## src/prpi_pkg.sv

```systemverilog
// constants for the reset, power-down and interrupt controller
// assumes a 50 MHz core clock and a 5-bit management register address
package prpi_pkg;

  // ==========================================================
  // clock and timing
  localparam int CLK_MHZ = 50;
  localparam int HW_RESET_MIN_NS = 1000;
  localparam int RESET_DONE_US = 200;
  localparam int SW_RESET_WAIT_US = 500;
  localparam int RESET_DONE_CYC = RESET_DONE_US * CLK_MHZ;
  localparam int HW_RESET_MIN_CYC =
    (HW_RESET_MIN_NS * CLK_MHZ + 999) / 1000;

  // ==========================================================
  // register offsets
  localparam logic [4:0] ADDR_BASIC_MODE_CONTROL = 5'h00;
  localparam logic [4:0] ADDR_STD_LAST = 5'h07;
  localparam logic [4:0] ADDR_PHY_SPECIFIC_CONTROL = 5'h11;
  localparam logic [4:0] ADDR_IRQ_STATUS_ENABLE_1 = 5'h12;
  localparam logic [4:0] ADDR_IRQ_STATUS_ENABLE_2 = 5'h13;
  localparam logic [4:0] ADDR_PHY_RESET_CONTROL = 5'h1F;

  // ==========================================================
  // basic_mode_control fields
  localparam int BMC_RESET_BIT = 15;
  localparam int BMC_AN_ENABLE_BIT = 12;
  localparam int BMC_POWER_DOWN_BIT = 11;
  localparam int BMC_AN_RESTART_BIT = 9;
  localparam logic [15:0] BMC_RESET_VAL = 16'h0000;

  // phy_specific_control fields
  localparam int PSC_PS_ENABLE_BIT = 14;
  localparam int PSC_PS_MODE_LSB = 12;
  localparam int PSC_INT_POL_BIT = 2;
  localparam int PSC_INT_EN_BIT = 1;
  localparam int PSC_INT_OE_BIT = 0;
  localparam logic [15:0] PSC_RESET_VAL = 16'h0000;
  localparam logic [1:0] PS_MODE_NONE = 2'h0;
  localparam logic [1:0] PS_MODE_POWER_DOWN = 2'h1;
  localparam logic [1:0] PS_MODE_LP_ACTIVE = 2'h2;
  localparam logic [1:0] PS_MODE_LP_PASSIVE = 2'h3;

  // irq_status_enable_n: status in high byte, enables in low byte
  localparam int ISE_STATUS_LSB = 8;
  localparam logic [7:0] ISE_ENABLE_RESET_VAL = 8'h00;

  // phy_reset_control fields
  localparam int PRC_GLOBAL_RESET_BIT = 15;
  localparam int PRC_RESTART_BIT = 14;

  typedef enum logic [1:0] {
    RST_NONE,
    RST_STD,
    RST_GLOBAL,
    RST_RESTART
  } prpi_rst_kind_t;

endpackage : prpi_pkg

```

## src/prpi_ctrl.sv

```systemverilog
// reset sequencer, power-save control and interrupt logic of a phy
// assumes the management port delivers one-cycle read/write strobes
// and that every input is synchronous to i_clk
`timescale 1ns/1ps
`default_nettype none

// How it works
// host holds reset pin low at least 1us
// hardware reset restores defaults, relatches straps
// internal reset ends about 200us after release
// basic control bit15 resets only registers 0x00-0x07
// global reset clears all registers, keeps straps
// restart bit resets circuits, keeps registers
// software reset or restart ends after 200us
// host waits 500us after software reset
// shared pin input by default, bit0 makes output
// control register holds interrupt enable and polarity
// shared pin input driven low enters power-down
// pin low at reset release starts powered down
// sources disabled by default, enable bit each
// enabled interrupt condition drives pin active
// status shows pending bits, read clears all
// pin low or bit11 enters ieee power down
// power-save enable bit14, mode bits 13:12
// clearing mode bits resumes prior operating state
// strap autoneg starts after any reset completes; a plain restart starts none here
// disabled or mode 00 means normal operation
module prpi_ctrl #(
  parameter int RESET_DONE_CYCLES = prpi_pkg::RESET_DONE_CYC,
  parameter int NUM_IRQ = 16
) (
  input wire logic i_clk,
  input wire logic i_resetn,
  input wire logic i_hw_resetn,
  input wire logic i_autoneg_strap_enable,
  input wire logic i_reg_wr,
  input wire logic i_reg_rd,
  input wire logic [4:0] i_reg_addr,
  input wire logic [15:0] i_reg_wdata,
  output logic [15:0] o_reg_rdata,
  output logic o_reg_rvalid,
  input wire logic [NUM_IRQ-1:0] i_irq_event,
  input wire logic i_pin_in,
  output logic o_pin_out,
  output logic o_pin_oe,
  output logic o_circuit_reset,
  output logic o_autoneg_start,
  output logic o_power_down,
  output logic o_low_power_active,
  output logic o_low_power_passive
);

  // ==========================================================
  // decode and reset requests
  typedef enum logic {
    SEQ_IDLE,
    SEQ_BUSY
  } prpi_seq_t;

  localparam int CNT_W = $clog2(RESET_DONE_CYCLES + 1);

  prpi_seq_t seq_q;
  logic [CNT_W-1:0] cnt_q;
  logic hw_low_q;
  logic strap_an_q;
  logic [15:0] bmc_q;
  logic [15:0] psc_q;
  logic [NUM_IRQ-1:0] irq_en_q;
  logic [NUM_IRQ-1:0] irq_pend_q;
  logic std_reset_q;
  logic glob_reset_q;
  logic restart_q;
  logic an_pending_q;

  logic wr_bmc;
  logic wr_psc;
  logic wr_ise1;
  logic wr_ise2;
  logic wr_prc;
  logic rd_ise;
  logic hw_low;
  logic glob_clear;
  logic req_std;
  logic req_glob;
  logic req_restart;
  logic seq_done;
  logic pin_pd;
  logic [1:0] ps_mode;
  logic ps_en;

  // the reset pin is taken as synchronous, so a low level acts at once
  assign hw_low = !i_hw_resetn;

  // address decode of the management accesses
  always_comb begin
    wr_bmc = 1'b0;
    wr_psc = 1'b0;
    wr_ise1 = 1'b0;
    wr_ise2 = 1'b0;
    wr_prc = 1'b0;
    if (i_reg_addr == prpi_pkg::ADDR_BASIC_MODE_CONTROL) begin
      wr_bmc = i_reg_wr;
    end else if (i_reg_addr == prpi_pkg::ADDR_PHY_SPECIFIC_CONTROL) begin
      wr_psc = i_reg_wr;
    end else if (i_reg_addr == prpi_pkg::ADDR_IRQ_STATUS_ENABLE_1) begin
      wr_ise1 = i_reg_wr;
    end else if (i_reg_addr == prpi_pkg::ADDR_IRQ_STATUS_ENABLE_2) begin
      wr_ise2 = i_reg_wr;
    end else if (i_reg_addr == prpi_pkg::ADDR_PHY_RESET_CONTROL) begin
      wr_prc = i_reg_wr;
    end
  end

  // either status register read clears every pending bit
  assign rd_ise = i_reg_rd &&
    (i_reg_addr == prpi_pkg::ADDR_IRQ_STATUS_ENABLE_1 ||
     i_reg_addr == prpi_pkg::ADDR_IRQ_STATUS_ENABLE_2);

  assign req_std = wr_bmc && i_reg_wdata[prpi_pkg::BMC_RESET_BIT];
  assign req_glob = wr_prc &&
    i_reg_wdata[prpi_pkg::PRC_GLOBAL_RESET_BIT];
  assign req_restart = wr_prc && i_reg_wdata[prpi_pkg::PRC_RESTART_BIT];

  // a global reset wipes the register file the cycle it is written
  assign glob_clear = !i_resetn || hw_low || req_glob;

  // ==========================================================
  // reset sequencer
  assign seq_done = (seq_q == SEQ_BUSY) &&
    (cnt_q == CNT_W'(RESET_DONE_CYCLES - 1));

  // one counter serves every reset kind; a new request restarts it
  always_ff @(posedge i_clk) begin
    if (!i_resetn) begin
      seq_q <= SEQ_BUSY;
      cnt_q <= '0;
    end else if (hw_low) begin
      seq_q <= SEQ_BUSY;
      cnt_q <= '0;
    end else if (req_std || req_glob || req_restart) begin
      seq_q <= SEQ_BUSY;
      cnt_q <= '0;
    end else begin
      case (seq_q)
        SEQ_IDLE: begin
          cnt_q <= '0;
        end
        SEQ_BUSY: begin
          if (seq_done) begin
            seq_q <= SEQ_IDLE;
          end else begin
            cnt_q <= cnt_q + CNT_W'(1);
          end
        end
        default: begin
          seq_q <= SEQ_IDLE;
        end
      endcase
    end
  end

  // remember the pin held low, to report the hardware release
  always_ff @(posedge i_clk) begin
    if (!i_resetn) begin
      hw_low_q <= 1'b1;
    end else begin
      hw_low_q <= hw_low;
    end
  end

  // straps are caught while the reset pin is low, never on a soft reset
  always_ff @(posedge i_clk) begin
    if (!i_resetn || hw_low) begin
      strap_an_q <= i_autoneg_strap_enable;
    end
  end

  // self-clearing reset bits read back one while their reset runs
  always_ff @(posedge i_clk) begin
    if (!i_resetn || hw_low) begin
      std_reset_q <= 1'b0;
      glob_reset_q <= 1'b0;
      restart_q <= 1'b0;
    end else begin
      // a request landing on the final count must still read back one
      if (seq_done) begin
        std_reset_q <= 1'b0;
        glob_reset_q <= 1'b0;
        restart_q <= 1'b0;
      end
      if (req_std) begin
        std_reset_q <= 1'b1;
      end
      if (req_glob) begin
        glob_reset_q <= 1'b1;
      end
      if (req_restart) begin
        restart_q <= 1'b1;
      end
    end
  end

  // autonegotiation is armed by a hardware or software reset only;
  // a plain restart keeps whatever link the phy had
  always_ff @(posedge i_clk) begin
    if (!i_resetn || hw_low) begin
      an_pending_q <= 1'b1;
    end else if (req_std || req_glob) begin
      an_pending_q <= 1'b1;
    end else if (seq_done) begin
      an_pending_q <= 1'b0;
    end
  end

  // ==========================================================
  // register file
  // basic mode control; the standard reset hits only 0x00-0x07,
  // and of those only this one is held here
  always_ff @(posedge i_clk) begin
    if (glob_clear) begin
      bmc_q <= prpi_pkg::BMC_RESET_VAL;
      bmc_q[prpi_pkg::BMC_AN_ENABLE_BIT] <= strap_an_q;
    end else if (req_std) begin
      bmc_q <= prpi_pkg::BMC_RESET_VAL;
      bmc_q[prpi_pkg::BMC_AN_ENABLE_BIT] <= strap_an_q;
    end else if (wr_bmc) begin
      bmc_q <= i_reg_wdata;
      bmc_q[prpi_pkg::BMC_RESET_BIT] <= 1'b0;
      bmc_q[prpi_pkg::BMC_AN_RESTART_BIT] <= 1'b0;
    end
  end

  // phy specific control; untouched by standard reset and restart
  always_ff @(posedge i_clk) begin
    if (glob_clear) begin
      psc_q <= prpi_pkg::PSC_RESET_VAL;
    end else if (wr_psc) begin
      psc_q <= i_reg_wdata;
    end
  end

  // per-source enables, low byte of each status register
  always_ff @(posedge i_clk) begin
    if (glob_clear) begin
      irq_en_q <= '0;
    end else begin
      if (wr_ise1) begin
        irq_en_q[7:0] <= i_reg_wdata[7:0];
      end
      if (wr_ise2) begin
        irq_en_q[NUM_IRQ-1:8] <= i_reg_wdata[NUM_IRQ-9:0];
      end
    end
  end

  // pending bits; an event in the clearing cycle survives the read
  genvar g;
  generate
    for (g = 0; g < NUM_IRQ; g = g + 1) begin : g_pend
      always_ff @(posedge i_clk) begin
        if (glob_clear) begin
          irq_pend_q[g] <= 1'b0;
        end else if (i_irq_event[g] && irq_en_q[g]) begin
          irq_pend_q[g] <= 1'b1;
        end else if (rd_ise) begin
          irq_pend_q[g] <= 1'b0;
        end
      end
    end
  endgenerate

  // registered read data, answered one cycle after the strobe
  always_ff @(posedge i_clk) begin
    if (!i_resetn) begin
      o_reg_rdata <= 16'h0000;
      o_reg_rvalid <= 1'b0;
    end else begin
      o_reg_rvalid <= i_reg_rd;
      if (!i_reg_rd) begin
        o_reg_rdata <= 16'h0000;
      end else if (i_reg_addr ==
                   prpi_pkg::ADDR_BASIC_MODE_CONTROL) begin
        o_reg_rdata <= bmc_q | {std_reset_q, 15'h0000};
      end else if (i_reg_addr ==
                   prpi_pkg::ADDR_PHY_SPECIFIC_CONTROL) begin
        o_reg_rdata <= psc_q;
      end else if (i_reg_addr ==
                   prpi_pkg::ADDR_IRQ_STATUS_ENABLE_1) begin
        o_reg_rdata <= {irq_pend_q[7:0], irq_en_q[7:0]};
      end else if (i_reg_addr ==
                   prpi_pkg::ADDR_IRQ_STATUS_ENABLE_2) begin
        o_reg_rdata <= {irq_pend_q[NUM_IRQ-1:8], irq_en_q[NUM_IRQ-1:8]};
      end else if (i_reg_addr ==
                   prpi_pkg::ADDR_PHY_RESET_CONTROL) begin
        o_reg_rdata <= {glob_reset_q, restart_q, 14'h0000};
      end else begin
        o_reg_rdata <= 16'h0000;
      end
    end
  end

  // ==========================================================
  // shared pin and power modes
  // weak pull-up keeps the pin high unless something pulls it low;
  // the registered direction is used so our own last driven low level
  // is not mistaken for a power-down request while the pin is released
  assign pin_pd = !o_pin_oe && !i_pin_in;
  assign ps_en = psc_q[prpi_pkg::PSC_PS_ENABLE_BIT];
  assign ps_mode = psc_q[prpi_pkg::PSC_PS_MODE_LSB +: 2];

  // pin direction and interrupt level; registered, so the pin moves
  // one clock after the pending bit, a trade for glitch-free output
  always_ff @(posedge i_clk) begin
    if (!i_resetn || hw_low) begin
      o_pin_oe <= 1'b0;
      o_pin_out <= 1'b1;
    end else begin
      o_pin_oe <= psc_q[prpi_pkg::PSC_INT_OE_BIT];
      if (psc_q[prpi_pkg::PSC_INT_EN_BIT] && (|irq_pend_q)) begin
        o_pin_out <= psc_q[prpi_pkg::PSC_INT_POL_BIT];
      end else begin
        o_pin_out <= !psc_q[prpi_pkg::PSC_INT_POL_BIT];
      end
    end
  end

  // power modes; the rest of the phy keeps its state while down, so
  // dropping these levels resumes where it left off
  always_ff @(posedge i_clk) begin
    if (!i_resetn || hw_low) begin
      o_power_down <= 1'b0;
      o_low_power_active <= 1'b0;
      o_low_power_passive <= 1'b0;
    end else begin
      o_power_down <= pin_pd ||
        bmc_q[prpi_pkg::BMC_POWER_DOWN_BIT] ||
        (ps_en && ps_mode == prpi_pkg::PS_MODE_POWER_DOWN);
      o_low_power_active <= ps_en &&
        (ps_mode == prpi_pkg::PS_MODE_LP_ACTIVE);
      o_low_power_passive <= ps_en &&
        (ps_mode == prpi_pkg::PS_MODE_LP_PASSIVE);
    end
  end

  // ==========================================================
  // sequencer outputs
  // circuits stay in reset for the whole sequence of every kind
  always_ff @(posedge i_clk) begin
    if (!i_resetn) begin
      o_circuit_reset <= 1'b1;
    end else begin
      o_circuit_reset <= hw_low || hw_low_q ||
        (seq_q == SEQ_BUSY && !seq_done);
    end
  end

  // one-cycle start pulse when a hardware or software reset finishes with the strap set
  always_ff @(posedge i_clk) begin
    if (!i_resetn || hw_low) begin
      o_autoneg_start <= 1'b0;
    end else begin
      o_autoneg_start <= seq_done && an_pending_q && strap_an_q;
    end
  end

endmodule : prpi_ctrl

`default_nettype wire

```

## config.mk

```make
export PLATFORM = sky130hd
export DESIGN_NAME = prpi_ctrl
export DESIGN_NICKNAME = d
export VERILOG_FILES = /design/src/prpi_pkg.sv /design/src/prpi_ctrl.sv
export SDC_FILE = /design/constraint.sdc
export NUM_CORES = 1
export LEC_CHECK = 0
export BUFFER_PORTS_ARGS = -buffer_cell sky130_fd_sc_hd__buf_2
export CAP_MARGIN = 40
export CORE_MARGIN = 1.5
export CORE_UTILIZATION = 60
export DETAILED_ROUTE_END_ITERATION = 8
export PLACE_DENSITY = 0.85
export SLEW_MARGIN = 20
export SYNTH_ARGS = -nofsm -noshare
export SYNTH_HDL_FRONTEND = slang
export SYNTH_SLANG_ARGS = --single-unit
```

## constraint.sdc

```tcl
create_clock -name i_clk -period 5.8 [get_ports i_clk]
set_input_delay 0.58 -clock i_clk [delete_from_list [all_inputs] [get_ports i_clk]]
set_output_delay 0.58 -clock i_clk [all_outputs]
set_load 0.05 [all_outputs]
```

Yosys cells after proc, flatten, opt, wreduce, memory -nomap -nowiden. Index checks and enable logic that the tools add are counted.

Register bits: 107. Input port bits: 44.

Bitwise operators: 4. Reductions and logical operators: 70. Multiplexer cells: 49. Equal/unequal tests: 9. Add/sub/neg operators: 1.

Operator list (number): two-way mux 16 bit (5); two-way mux 1 bit (39); two-way mux 13 bit (3); nonzero test 2 bit (19); logical AND 1 bit (29); one-hot mux 14 bit (2 select lines) (1); == test 5 bit (second input constant) (4); OR 15 x 16 -> 16 bit (1); OR reduction 16 bit (1); adder 14 x 1 -> 14 bit (second input constant) (1); == test 14 bit (second input constant) (1); two-way mux 14 bit (1); logical OR 1 bit (9); logical NOT 1 bit (6); logical NOT 5 bit (1); == test 2 bit (second input constant) (2); OR reduction 2 bit (2); inverter 1 bit (3); nonzero test 3 bit (1); OR reduction 3 bit (1); == test 2 x 1 -> 1 bit (second input constant) (1); inequality test 2 bit (second input constant) (1); AND reduction 2 bit (1).

Longest topological paths before layout.
Word-level depth: 10. Gate-level depth with buffers: 7. Gate-level depth less buffers: 5.

Worst setup path after synthesis. No wires, ideal clock.

Path kind: input -> register. Start point: input port i_reg_addr[4]. End point: register bmc_q[12], enable pin. Required time: 5.506 ns. Cell stages on the path: 5. Path buffers: 2. Slack: 3.589 ns. Arrival: 1.917 ns. Cells stage by stage: or4_1 or3b_1 buf_6 buf_4 nand3_1.

Word-level cells in the longest chain between the ends: 9.

Ends and longest elaborated chain: start: declaration (RTL line prpi_ctrl.sv:38) `input wire logic [4:0] i_reg_addr,`; == test 5 bit (RTL line prpi_ctrl.sv:109) `end else if (i_reg_addr == prpi_pkg::ADDR_PHY_RESET_CONTROL) begin`; two-way mux 1 bit (RTL line prpi_ctrl.sv:109); two-way mux 1 bit (RTL line prpi_ctrl.sv:107) `end else if (i_reg_addr == prpi_pkg::ADDR_IRQ_STATUS_ENABLE_2) begin`; two-way mux 1 bit (RTL line prpi_ctrl.sv:105) `end else if (i_reg_addr == prpi_pkg::ADDR_IRQ_STATUS_ENABLE_1) begin`; two-way mux 1 bit (RTL line prpi_ctrl.sv:103) `end else if (i_reg_addr == prpi_pkg::ADDR_PHY_SPECIFIC_CONTROL) begin`; two-way mux 1 bit (RTL line prpi_ctrl.sv:101) `if (i_reg_addr == prpi_pkg::ADDR_BASIC_MODE_CONTROL) begin`; logical AND 1 bit (RTL line prpi_ctrl.sv:120) `assign req_glob = wr_prc &&`; logical OR 1 bit (RTL line prpi_ctrl.sv:125) `assign glob_clear = !i_resetn || hw_low || req_glob;`; nonzero test 3 bit (no line) (*); end signal: assignment (RTL line prpi_ctrl.sv:221) `bmc_q <= prpi_pkg::BMC_RESET_VAL;`; end signal: indexed assignment (RTL line prpi_ctrl.sv:222) `bmc_q[prpi_pkg::BMC_AN_ENABLE_BIT] <= strap_an_q;`; end signal: assignment (RTL line prpi_ctrl.sv:224) `bmc_q <= prpi_pkg::BMC_RESET_VAL;`; end: declaration (RTL line prpi_ctrl.sv:66) `logic [15:0] bmc_q;`.

Mark *: on every way between the ends. The rest lies on a longest branch, timed or not. A chain may end at the register's enable or synchronous reset.

Worst setup path in the final report.
Start point: input port i_reg_addr[2]. End point: register bmc_q[12] (data pin).

Word-level cells in the longest chain between the ends: 9.

Ends and longest elaborated chain: == test 5 bit (RTL line prpi_ctrl.sv:109); two-way mux 1 bit (RTL line prpi_ctrl.sv:109); two-way mux 1 bit (RTL line prpi_ctrl.sv:107); two-way mux 1 bit (RTL line prpi_ctrl.sv:105); two-way mux 1 bit (RTL line prpi_ctrl.sv:103); two-way mux 1 bit (RTL line prpi_ctrl.sv:101); logical AND 1 bit (RTL line prpi_ctrl.sv:120); logical OR 1 bit (RTL line prpi_ctrl.sv:125); two-way mux 13 bit (*) (RTL line prpi_ctrl.sv:220) `if (glob_clear) begin`.

Marks and branches as above.

==> run metrics <==
Cell variety after synth=45; reg-to-reg startpoint=cnt_q[5]; gpl congestion=0.849; Vias=3731; Max Slew Vio Count=0; detailed placer's ending HPWL=7370 µm; final worst path period share=41.1%; WP buf/inv=1; largest fanout on the critical path=15; starting density of the core=63.1%; Sink Count=107; Final ANT Viol Nets=0; final setup vio count=0; warnings from Yosys=0; RSZ-0062 raised after global routing=false; First DRT Iteration DRCs=286; Synth Net Count=505; met3 usage=7.07%; worst-skew pair later-pin latency=370 ps; TritonCTS clock tree=yes; WP data arrival=2620 ps; # diodes=0; commonest non-fill, non-tap cell in the layout=dfxtp_1; cts repair resizes=0; adder-cell share of the synthesized area=0.287%; Post-Layout Inst Area=4930 µm²; Placed Cells incl. Taps=599; M2 GR Usage=47.6%; DRC Markers=0; crit end category=register; WHS Path Cells=1; Hold WC Path Type=input pin to register; first-pass GRT wire length=16800 µm; row cnt=30; R2R depth=4; Post-CTS Setup Inserts=0; dominant cells by area after synthesis=dfxtp_1, mux2i_1, a22oi_1; worst setup path start=i_reg_addr[2]; core box area=6910 µm²; Longest Clk Path Bufs=2; PnR worst setup slack=3420 ps; CP peak stage delay=680 ps; Leak=1.94 nW; hold_ws=392 ps; GRT Total Usage=28.3%; Horiz. Die Dim=88.2 µm; Final Hold Viols=0; peak supply drop=0.159 mV; antenna violations before repair=0; Slew HR=45.2%; Clock Skews=12.1 ps; Post-CTS Hold Buffers=0; grt ovf=0; R2R setup slack=3760 ps; Power Density=255 nW/µm²; CP Depth=5; GRT Max-Usage Layer=met2; Async SR Flop Fraction=0%; Pwr Total=1.26 mW; largest family of logic cells by synthesized area=simple AND/OR/NAND/NOR gates; outcome=complete, no violations; IO Pins=68; fraction of layout instances using a drive strength above 1=21.8%; wire length per cell=17.2 µm; die height=88.2 µm; vias in the first global route=3449; crit path kind=input pin to register; Post-Synth XOR/XNOR Area=2.21%; area delta synth->final=13.2%; CTS root buf=clkbuf_8; Worst path slowest cell=or3b_1; H-tree Lvls=3; Worst Path Required=6040 ps; crit-path cells=buf_2 > or4_1 > or3b_1 > a21oi_4 > a21o_1; final setup TNS=0 ps; HP Start=i_autoneg_strap_enable; fin nets=559; IO buf count=67; Setup crit start kind=input pin; max-cap violation count=0; Yosys reg bits=107; CTS Buf Count=9; Fillers=539; Compound-Gate Fraction of Synth Area=12.4%; clk slew on worst S/H paths=90 ps; post-synthesis sequential area ratio=49.6%; Mapped Area=4360 µm²; Worst-Margin Slew=821 ps; dpl cell area=4740 µm²; die area=7780 µm²; Post-synth EDFFs=2; Syn Area/Cell=9.47 µm²; Top delay family on crit path=simple AND/OR/NAND/NOR gates; largest net degree at the start of global routing=42; top_reg_cell synth=dfxtp_1; DP Worst Slack=3060 ps; simple-gate share of the synthesized area=19.6%; most frequent cells in the layout=dfxtp_1, buf_2, nor2_1; Synth Instances=460; Routed WL=10600 µm; final core occ=71.4%; Yosys top cell area share=48.3%; met1 usage=35.4%; Via density=6.07; final non-filler cell total=615; mux cell area share after synthesis=11.7%; FMAX=420 MHz; post-synth top area cell=dfxtp_1; router iterations before antenna repair=5; Final min period=2380 ps
==> where the power goes <==
group,switching (mW),leakage [nW],internal (mW)
sequential,0.00289,0.867,0.741
clock,0.249,0.0885,0.200
combinational,0.0442,0.985,0.0217
==> path summary, 6_finish.rpt <==
path / to
max: bmc_q[12]
min: strap_an_q
max reg2reg: cnt_q[2]
min reg2reg: o_circuit_reset
==> cell type report <==
class	instances	area (µm²)	area share, %
clock buffers	10	128	2.59
clock inverters	6	66.3	1.35
inverters	10	37.5	0.761
multi-input cells	314	2020	41.1
flip-flops and latches	107	2160	43.9
well taps	96	120	2.44
repair buffers	72	392	7.94
==> flip-flops by register name, indices dropped and copies added (netlist names), 14 cells and up <==
name and count:
bmc_q 14, cnt_q 14, irq_en_q 16, irq_pend_q 16, o_reg_rdata 16, psc_q 16
==> per-layer routing <==
metal,wire (µm),up-vias
li1,-,1749
met4,291,0
met5,0,-
met2,5070,190
met1,4330,1771
met3,908,21
==> synthesized netlist by cell type, drive strengths merged, types with 2 or more instances <==
cell type and count:
a211o 2, a211oi 3, a21oi 31, a22oi 30
a41oi 2, and2 2, and3 7, buf 10
clkbuf 19, dfxtp 105, edfxtp 2, inv 10
mux2 16, mux2i 33, nand2 40, nand3 23
nand3b 2, nand4 5, nor2 43, nor2b 3
nor3 31, nor4 8, o21ai 6, o41ai 2
or2 2, or4 2, xnor2 7, xor2 4
==> cell families (layout without fill, tap and decap cells) <==
| group | count (synthesis) | after routing |
|---|---|---|
| and+or+nand+nor | 173 | 173 |
| muxes | 49 | 49 |
| DFF | 107 | 107 |
| AOI/OAI and AO/OA | 80 | 80 |
| adders and majority gates | 1 | 1 |
| xor gates and xnor gates | 11 | 11 |
| buffers and inverters | 39 | 98 |
No activity file was read; power rests on OpenSTA's default activity.
